<file path="config.mk">
export PLATFORM = sky130hd
export DESIGN_NAME = long_write_termination_ctrl
export DESIGN_NICKNAME = d
export VERILOG_FILES = /design/src/verilog/long_write_termination_ctrl.v
export VERILOG_INCLUDE_DIRS = /design/src /design/src/verilog
export SDC_FILE = /design/constraint.sdc
export NUM_CORES = 1
export LEC_CHECK = 0
export BUFFER_PORTS_ARGS = -buffer_cell sky130_fd_sc_hd__buf_4
export CORE_MARGIN = 8
export CORE_UTILIZATION = 43
export DETAILED_ROUTE_END_ITERATION = 6
export PLACE_DENSITY = 0.77
export SYNTH_ARGS = -nofsm -noshare
export SYNTH_HDL_FRONTEND = slang
export SYNTH_SLANG_ARGS = --single-unit
</file>
<file path="constraint.sdc">
create_clock -name aclk -period 1.7 [get_ports aclk]
set_input_delay 0.17 -clock aclk [delete_from_list [all_inputs] [get_ports aclk]]
set_output_delay 0.17 -clock aclk [all_outputs]
set_load 0.01 [all_outputs]
</file>
<file path="src/verilog/lw_term_defs.vh">
// Constants for the long-write termination controller
`ifndef LW_TERM_DEFS_VH
`define LW_TERM_DEFS_VH

// Register byte offsets
`define LWT_CTRL_OFF        4'h0
`define LWT_STAT_OFF        4'h4
`define LWT_CNT_OFF         4'h8

// Control register fields
`define LWT_CTRL_LWE_BIT    0

// Status register fields
`define LWT_STAT_BUSY_BIT   0
`define LWT_STAT_VPP_BIT    1
`define LWT_STAT_ACT_LO     2
`define LWT_STAT_ACT_HI     3
`define LWT_STAT_SRC_LO     8

// Reset values
`define LWT_LWE_RST         1'b0
`define LWT_CNT_RST         16'h0000

// Termination actions
`define LWT_ACT_NONE        2'h0
`define LWT_ACT_NEXT        2'h1
`define LWT_ACT_LOW         2'h2
`define LWT_ACT_HIGH        2'h3

// AXI responses
`define LWT_RESP_OKAY       2'h0
`define LWT_RESP_SLVERR     2'h2

`endif

</file>
<file path="src/verilog/long_write_termination_ctrl.v">
// Long-write termination controller with AXI4-Lite register access
`timescale 1ns/10ps
`default_nettype none
`include "lw_term_defs.vh"
// One clock and one synchronous active-low reset, which stands for both
// the power-on and the master-clear reset.

module long_write_termination_ctrl #(
    parameter NUM_SRC = 8,                              // Interrupt sources watched
    parameter PTR_W   = 22                              // Table pointer width
) (
    input  wire               aclk,
    input  wire               aresetn,
    // Four-bit offsets: three word registers, the rest unmapped
    // AXI4-Lite slave
    input  wire [3:0]         s_axi_awaddr,
    input  wire               s_axi_awvalid,
    output wire               s_axi_awready,
    input  wire [31:0]        s_axi_wdata,
    input  wire [3:0]         s_axi_wstrb,
    input  wire               s_axi_wvalid,
    output wire               s_axi_wready,
    output reg  [1:0]         s_axi_bresp,
    output reg                s_axi_bvalid,
    input  wire               s_axi_bready,
    input  wire [3:0]         s_axi_araddr,
    input  wire               s_axi_arvalid,
    output wire               s_axi_arready,
    output reg  [31:0]        s_axi_rdata,
    output reg  [1:0]         s_axi_rresp,
    output reg                s_axi_rvalid,
    input  wire               s_axi_rready,
    // Core table-write path
    input  wire               table_write_instr,
    input  wire [PTR_W-1:0]   table_byte_pointer,
    input  wire [7:0]         table_byte_latch,
    input  wire               master_clear_prog_voltage_pin,
    // Levels from the interrupt controller; flags are never written here
    // Interrupt controller view
    input  wire [NUM_SRC-1:0] irq_flag,
    input  wire [NUM_SRC-1:0] irq_enable,
    input  wire [NUM_SRC-1:0] irq_priority,
    input  wire               global_or_high_irq_enable,
    input  wire               peripheral_or_low_irq_enable,
    // Toward program memory and core
    output reg                prog_strobe,
    output reg  [PTR_W-1:0]   prog_addr,
    output reg  [15:0]        prog_data,
    output wire               core_halt,
    output reg                resume_next,
    output reg                vector_low,
    output reg                vector_high
);

    // Three-state sequencer. The stop state keeps the strobe low for a
    // full cycle before the core is released, so the array settles
    // before fetch resumes.
    // Binary codes; code 3 is unused and falls back to idle.
    localparam [1:0] ST_IDLE = 2'h0;                    // Core runs
    localparam [1:0] ST_PROG = 2'h1;                    // Programming phase
    localparam [1:0] ST_STOP = 2'h2;                    // Strobe dropped, resume next

    // Sequencer and status registers. The count wraps silently at
    // 16 bits; software that needs more must read it often enough.
    // Bus-side holding registers follow.
    reg  [1:0]  state_q;                                // Sequencer state
    reg         lwe_q;                                  // Long-write enable
    reg  [7:0]  hold_q;                                 // Even-byte holding register
    reg  [1:0]  act_q;                                  // Pending / last action
    reg  [7:0]  src_q;                                  // Terminating source index
    reg  [15:0] cnt_q;                                  // Completed long writes
    reg  [3:0]  awaddr_q;                               // Latched write address
    reg         aw_full_q;                              // Write address held
    reg  [31:0] wdata_q;                                // Latched write data
    reg  [3:0]  wstrb_q;                                // Latched byte enables
    reg         w_full_q;                               // Write data held

    // Termination is level based: a flag already set when the write
    // starts ends it after one programming cycle. Software must clear
    // the source flag before the odd write, or the write is cut short.
    // Disabled sources are masked here and never reach the sequencer.
    wire [NUM_SRC-1:0] hits = irq_flag & irq_enable;    // Qualifying sources
    wire        term_hit = |hits;                       // Flag clear keeps waiting
    wire        odd_wr   = table_write_instr & table_byte_pointer[0];
    wire        start_lw = odd_wr & lwe_q & master_clear_prog_voltage_pin;
    // A write completes once both halves are held and no response
    // is still waiting for bready
    wire        do_write = aw_full_q & w_full_q & ~s_axi_bvalid;

    // Index of the lowest qualifying source
    // Scanning from the top down lets the lowest set bit win, so when
    // several enabled sources fire together the lowest index is reported
    // and its priority bit selects the vector.
    function [7:0] first_src;
        input [NUM_SRC-1:0] v;
        integer i;
        begin
            first_src = 8'h00;
            for (i = NUM_SRC - 1; i >= 0; i = i - 1) begin
                if (v[i]) begin
                    first_src = i[7:0];
                end
            end
        end
    endfunction

    // Action on termination from global enables and priority
    // With both enables set the source's own priority picks the vector;
    // with neither set the core simply resumes. The result is latched,
    // so enables that change during the stop cycle do not alter the
    // chosen action.
    function [1:0] pick_action;
        input gh;
        input gl;
        input pri;
        begin
            case ({gh, gl})
                2'b01:   pick_action = pri ? `LWT_ACT_NEXT : `LWT_ACT_LOW;
                2'b10:   pick_action = pri ? `LWT_ACT_HIGH : `LWT_ACT_NEXT;
                2'b11:   pick_action = pri ? `LWT_ACT_HIGH : `LWT_ACT_LOW;
                default: pick_action = `LWT_ACT_NEXT;
            endcase
        end
    endfunction

    wire [7:0] src_idx = first_src(hits);
    // Priority of the chosen source; the index is cut to the bits
    // that address NUM_SRC entries
    wire       src_pri = irq_priority[src_idx[$clog2(NUM_SRC > 1 ? NUM_SRC : 2)-1:0]];

    // Core stays stalled through the stop cycle
    // Halt comes straight from the state, so it rises with the strobe
    // and stays up one cycle longer than it
    assign core_halt = (state_q == ST_PROG) | (state_q == ST_STOP);

    // Sequencer: start, program, terminate
    // Writes arriving while the core is halted are ignored: the core
    // cannot issue them, and taking them would corrupt the held word.
    // Only one long write can be in flight, so no queue is needed.
    // No minimum programming time is enforced; software owns that.
    always @(posedge aclk) begin
        if (!aresetn) begin
            // Reset aborts any write in progress
            // No pulse for an aborted write; the core restarts and
            // should check the word it was programming
            state_q     <= ST_IDLE;
            prog_strobe <= 1'b0;
            prog_addr   <= {PTR_W{1'b0}};
            prog_data   <= 16'h0000;
            hold_q      <= 8'h00;
            act_q       <= `LWT_ACT_NONE;
            src_q       <= 8'h00;
            cnt_q       <= `LWT_CNT_RST;
            resume_next <= 1'b0;
            vector_low  <= 1'b0;
            vector_high <= 1'b0;
        end else begin
            resume_next <= 1'b0;
            vector_low  <= 1'b0;
            vector_high <= 1'b0;
            case (state_q)
                ST_IDLE: begin
                    // Even byte is a short write into the holding register
                    if (table_write_instr && !table_byte_pointer[0]) begin
                        hold_q <= table_byte_latch;
                    end
                    // Odd byte starts programming only when allowed
                    if (start_lw) begin
                        state_q     <= ST_PROG;
                        prog_strobe <= 1'b1;
                        prog_addr   <= {table_byte_pointer[PTR_W-1:1], 1'b0};
                        prog_data   <= {table_byte_latch, hold_q};
                    end
                end
                ST_PROG: begin
                    // Strobe stays high while no enabled flag is seen
                    // Only a qualifying flag ends it; flags untouched
                    if (term_hit) begin
                        state_q     <= ST_STOP;
                        prog_strobe <= 1'b0;
                        src_q       <= src_idx;
                        act_q       <= pick_action(global_or_high_irq_enable,
                                                   peripheral_or_low_irq_enable, src_pri);
                        cnt_q       <= cnt_q + 16'h0001;
                    end
                end
                ST_STOP: begin
                    // Strobe already low; now release core
                    // Exactly one pulse, for one cycle; act_q is kept
                    // so status reads show the last action afterwards
                    state_q     <= ST_IDLE;
                    resume_next <= (act_q == `LWT_ACT_NEXT);
                    vector_low  <= (act_q == `LWT_ACT_LOW);
                    vector_high <= (act_q == `LWT_ACT_HIGH);
                end
                default: begin
                    state_q     <= ST_IDLE;
                    prog_strobe <= 1'b0;
                end
            endcase
        end
    end

    // Enable bit: software may set, only reset clears
    // A write of zero is answered OKAY but changes nothing. Only a write
    // to the control offset with byte lane 0 enabled sets the bit, the
    // same address check that decides the write response.
    always @(posedge aclk) begin
        if (!aresetn) begin
            lwe_q <= `LWT_LWE_RST;
        end else if (do_write && awaddr_q == `LWT_CTRL_OFF && wstrb_q[0]
                     && wdata_q[`LWT_CTRL_LWE_BIT]) begin
            lwe_q <= 1'b1;
        end
    end

    // AXI address/data capture, either order
    // Address and data are taken independently and held until the
    // response handshake, so a master may offer them in either order.
    // Ready is simply slot empty; the cost is one idle cycle after
    // each response before the next write can be taken.
    assign s_axi_awready = ~aw_full_q;
    assign s_axi_wready  = ~w_full_q;
    assign s_axi_arready = ~s_axi_rvalid;

    always @(posedge aclk) begin
        if (!aresetn) begin
            // Reset empties both slots and withdraws any response
            aw_full_q    <= 1'b0;
            w_full_q     <= 1'b0;
            awaddr_q     <= 4'h0;
            wdata_q      <= 32'h00000000;
            wstrb_q      <= 4'h0;
            s_axi_bvalid <= 1'b0;
            s_axi_bresp  <= `LWT_RESP_OKAY;
        end else begin
            // Hold address until response taken
            if (s_axi_awvalid && !aw_full_q) begin
                aw_full_q <= 1'b1;
                awaddr_q  <= s_axi_awaddr;
            end
            if (s_axi_wvalid && !w_full_q) begin
                w_full_q <= 1'b1;
                wdata_q  <= s_axi_wdata;
                wstrb_q  <= s_axi_wstrb;
            end
            // Only the control offset accepts writes; all else is SLVERR
            // Response once both halves are in
            if (do_write) begin
                s_axi_bvalid <= 1'b1;
                s_axi_bresp  <= (awaddr_q == `LWT_CTRL_OFF) ? `LWT_RESP_OKAY : `LWT_RESP_SLVERR;
            end
            // Response taken: free both slots for the next write
            if (s_axi_bvalid && s_axi_bready) begin
                s_axi_bvalid <= 1'b0;
                aw_full_q    <= 1'b0;
                w_full_q     <= 1'b0;
            end
        end
    end

    // Read path: one cycle after address taken
    // One read in flight; arready drops while the answer stands.
    // Status is sampled at address acceptance, so halt and pin show
    // that cycle rather than the one in which rready is seen.
    always @(posedge aclk) begin
        if (!aresetn) begin
            // Reset withdraws any pending read answer
            s_axi_rvalid <= 1'b0;
            s_axi_rdata  <= 32'h00000000;
            s_axi_rresp  <= `LWT_RESP_OKAY;
        end else if (s_axi_arvalid && !s_axi_rvalid) begin
            s_axi_rvalid <= 1'b1;
            s_axi_rresp  <= `LWT_RESP_OKAY;
            // Full four-bit decode, so unaligned offsets read as unmapped
            case (s_axi_araddr)
                `LWT_CTRL_OFF: s_axi_rdata <= {31'h00000000, lwe_q};
                `LWT_STAT_OFF: s_axi_rdata <= {16'h0000, src_q, 4'h0, act_q,
                                               master_clear_prog_voltage_pin, core_halt};
                `LWT_CNT_OFF:  s_axi_rdata <= {16'h0000, cnt_q};
                default: begin
                    // Unmapped: zero data, error
                    s_axi_rdata <= 32'h00000000;
                    s_axi_rresp <= `LWT_RESP_SLVERR;
                end
            endcase
        end else if (s_axi_rvalid && s_axi_rready) begin
            // Answer taken; arready returns next cycle
            s_axi_rvalid <= 1'b0;
        end
    end

endmodule // long_write_termination_ctrl
`default_nettype wire

</file>
==> results.sh <==
export IMPL_min_from="s_axi_wvalid"
export IMPL_use_met2_pct=28.4
export IMPL_clkLatencyLatePin_ns=0.35
export IMPL_chipHeight_um=117
export IMPL_use_met3_pct=6.77
export IMPL_synth_area_per_cell_um2=9.07
export IMPL_synth_seq_cells=101
export IMPL_ir_worst_vdd_mv=0.622
export IMPL_ys_dominant_reg_cell="dfxtp_1"
export IMPL_drive_above_1_share_pct=31.7
export IMPL_drt_iter0_drc=133
export IMPL_grt_usage_pct=15.7
export IMPL_p_leak_nw=2.51
export IMPL_endpoint_kind="flip-flop"
export IMPL_finalSetupViolations=3
export IMPL_netlist_cell_type_count=45
export IMPL_antenna_found_initial=0
export IMPL_pwr_density_cell_nw_per_um2=720
export IMPL_vias_per_cell=4.83
export IMPL_whs_endpoint="w_full_q$_SDFFE_PP0P_"
export IMPL_antennaDiodeCount=0
export IMPL_tritoncts="done"
export IMPL_root_buffer="clkbuf_8"
export IMPL_dp_slack_ns=-0.158
export IMPL_worst_slack_ns=-0.0314
export IMPL_hold_viol_final=0
export IMPL_grt_util_met1_pct=16.6
export IMPL_io_pins=193
export IMPL_postSynth_asyncResetShare_pct=0
export IMPL_grt_pass1_vias=3802
export IMPL_fin_nets=752
export IMPL_fin_crit_ns=1.73
export IMPL_final_util_pct=60.7
export IMPL_syn_area_um2=4360
export IMPL_crit_type="reg2reg"
export IMPL_setup_tns_ns=-0.0524
export IMPL_ff2ff_path_depth=9
export IMPL_post_drt_wl_per_cell_um=14.2
export IMPL_portBuffers=139
export IMPL_hp_class="in2reg"
export IMPL_violations="setup timing"
export IMPL_grt_pass1_wl_mm=17.2
export IMPL_busiest_layer="met2"
export IMPL_multi_input_area_um2=2180
export IMPL_routed_wirelength_mm=11.0
export IMPL_r2r_end="cnt_q[13]$_SDFFE_PN0P_"
export IMPL_overflow=0
export IMPL_yosysTopAreaCellShare_pct=46.4
export IMPL_synth_edf_count=0
export IMPL_hold_path_depth=2
export IMPL_vias=3753
export IMPL_cts_buffers=9
export IMPL_worst_clock_skew_ns=0.0114
export IMPL_r2r_slack_ns=-0.03
export IMPL_synth_area_top_cells="dfxtp_1 46%, nand2_1 8.4%, a21boi_0 6.9%"
export IMPL_dp_hpwl_mm=8.06
export IMPL_slew_violations=0
export IMPL_synth_top_area_cell="dfxtp_1"
export IMPL_clkSinkCount=101
export IMPL_placementRows=36
export IMPL_r2r_start="state_q[1]$_SDFFE_PN0P_"
export IMPL_status="finished with violations"
export IMPL_finalCritPeriodShare_pct=102
export IMPL_cts_htree_levels=3
export IMPL_fillCellCount=851
export IMPL_dr_pass1_iters=4
export IMPL_max_freq_mhz=578
export IMPL_grt_max_degree=44
export IMPL_drtAntennaViolNets=0
export IMPL_start_kind="flip-flop"
export IMPL_crit_fanout=4
export IMPL_clockBufferDepth=2
export IMPL_seqCellArea_um2=2020
export IMPL_maxCapViolations=0
export IMPL_start_util_pct=44.4
export IMPL_hold_slack_ns=0.0196
export IMPL_synth_seq_area_share_pct=46.4
export IMPL_cp_arrival_ns=1.99
export IMPL_rsz0062_at_grt="yes"
export IMPL_fp_dieW_um=117
export IMPL_ys_warn_count=0
export IMPL_fp_coreArea_um2=9820
export IMPL_drcViolationCount=0
export IMPL_fin_total_pwr_w=0.00429
export IMPL_gp_congestion=0.765
export IMPL_required_ns=1.96
export IMPL_die_area_um2=13600
export IMPL_netlist_instances=480
export IMPL_area_growth_pct=36.8
export IMPL_clkTransAtPathRegs_ns=0.09
## state kept, by name, summed over array words and instances (netlist names), 2 cells and up
name,count
prog_addr,21
awaddr_q,4
src_q,3
s_axi_rdata,16
prog_data,16
act_q,2
state_q,2
cnt_q,16
hold_q,8
## cells in the mapped netlist, drive strengths merged, types with 6 or more instances
library cell / count
a22oi: 19
a21boi: 40
nor2b: 31
and2: 22
nor3: 6
a21oi: 6
dfxtp: 101
xnor2: 10
buf: 24
nand4: 6
nor2: 11
inv: 8
clkbuf: 18
mux2i: 26
nand3: 6
nand2: 98
o21ai: 12
## worst max path at each step
stage                            startpoint                      to  slack (ns)  cells after the start
global placement                irq_flag[1]   act_q[1]$_SDFFE_PN0P_       -0.12                      8
global route        state_q[1]$_SDFFE_PN0P_  cnt_q[13]$_SDFFE_PN0P_       -0.18                      9
floorplan           state_q[1]$_SDFFE_PN0P_  cnt_q[13]$_SDFFE_PN0P_        0.03                      9
finish              state_q[1]$_SDFFE_PN0P_  cnt_q[13]$_SDFFE_PN0P_       -0.03                      9
detailed placement              irq_flag[1]   act_q[1]$_SDFFE_PN0P_       -0.16                      8
CTS                 state_q[1]$_SDFFE_PN0P_  cnt_q[13]$_SDFFE_PN0P_      -0.005                      9
## stage by stage
stage,instance area [um^2],std cells
2_1_floorplan,4440,498
3_3_place_gp,5610,751
3_5_place_dp,5610,751
4_1_cts,5860,772
5_1_grt,5960,777
6_report,5960,777
## timing repair
action / 4_1_cts / 5_1_grt
setup buffers: 4 / 4
endpoints found under the hold margin: 1 / 0
hold buffers: 1 / 0
gates resized for setup: 5 / 8
gates cloned: 0 / 2
endpoints found under the setup margin: 7 / 41
pin swaps: 4 / 8
## metal layers
metal	part of all wire (%)	wire length, um
met4	0.48	53
met3	8.4	930
met2	51	5590
met1	40	4440
met5	0	0
## placed cells by master, fill, tap and decap left out, drive strengths merged, types with 2 or more instances in the layout
master    instances
or3               2
inv               8
ha                4
nand2            98
and2             22
nand3             6
xor2              3
o21ai            12
dfxtp           101
xnor2            10
clkbuf           14
nor2             11
nor2b            31
conb             19
nor3              6
o211a             3
nand4             6
nand2b            2
a32oi             2
mux2i            26
a22oi            19
o21a              4
and3              2
clkinv            2
buf             169
a22o              2
a21boi           40
clkinvlp          2
a21oi             6
## layout make-up
class                   count  share of cell area, %
multi-input cells         347                   36.7
clock buffers              12                   2.60
repair buffers            172                   22.9
inverters                   8                  0.504
flip-flops and latches    101                   34.0
clock inverters             4                  0.546
well taps                 133                   2.79
## kinds of logic (layout without fill, tap and decap cells)
logic type / after synthesis / count (layout) / share of synthesized area (%)
AO/OA/AOI/OAI: 95 / 95 / 16.6
XOR/XNOR: 13 / 13 / 2.61
adder cells (fa/ha/maj): 4 / 4 / 1.15
buffers and inverters: 50 / 196 / 6.03
flip-flops: 101 / 101 / 46.4
multiplexers: 26 / 26 / 5.98
other: 1 / 19 / 0.0861
AND/OR/NAND/NOR: 190 / 190 / 21.1
## worst max-delay path: stages, from the launching register on
cell and delay (ns):
dfxtp_2 0.33, inv_2 0.07, ha_4 0.13, inv_2 0.04, a41oi_4 0.20, nand4_1 0.21
nor3_2 0.27, nand3_1 0.12, xnor2_1 0.14, and2_1 0.14
## power breakdown
part,internal (W),switching (W),total (W)
Sequential,0.00239,0.0000172,0.00241
Clock,0.000619,0.000799,0.00142
Combinational,0.000254,0.000207,0.000461
(Power assumes the default switching activity.)
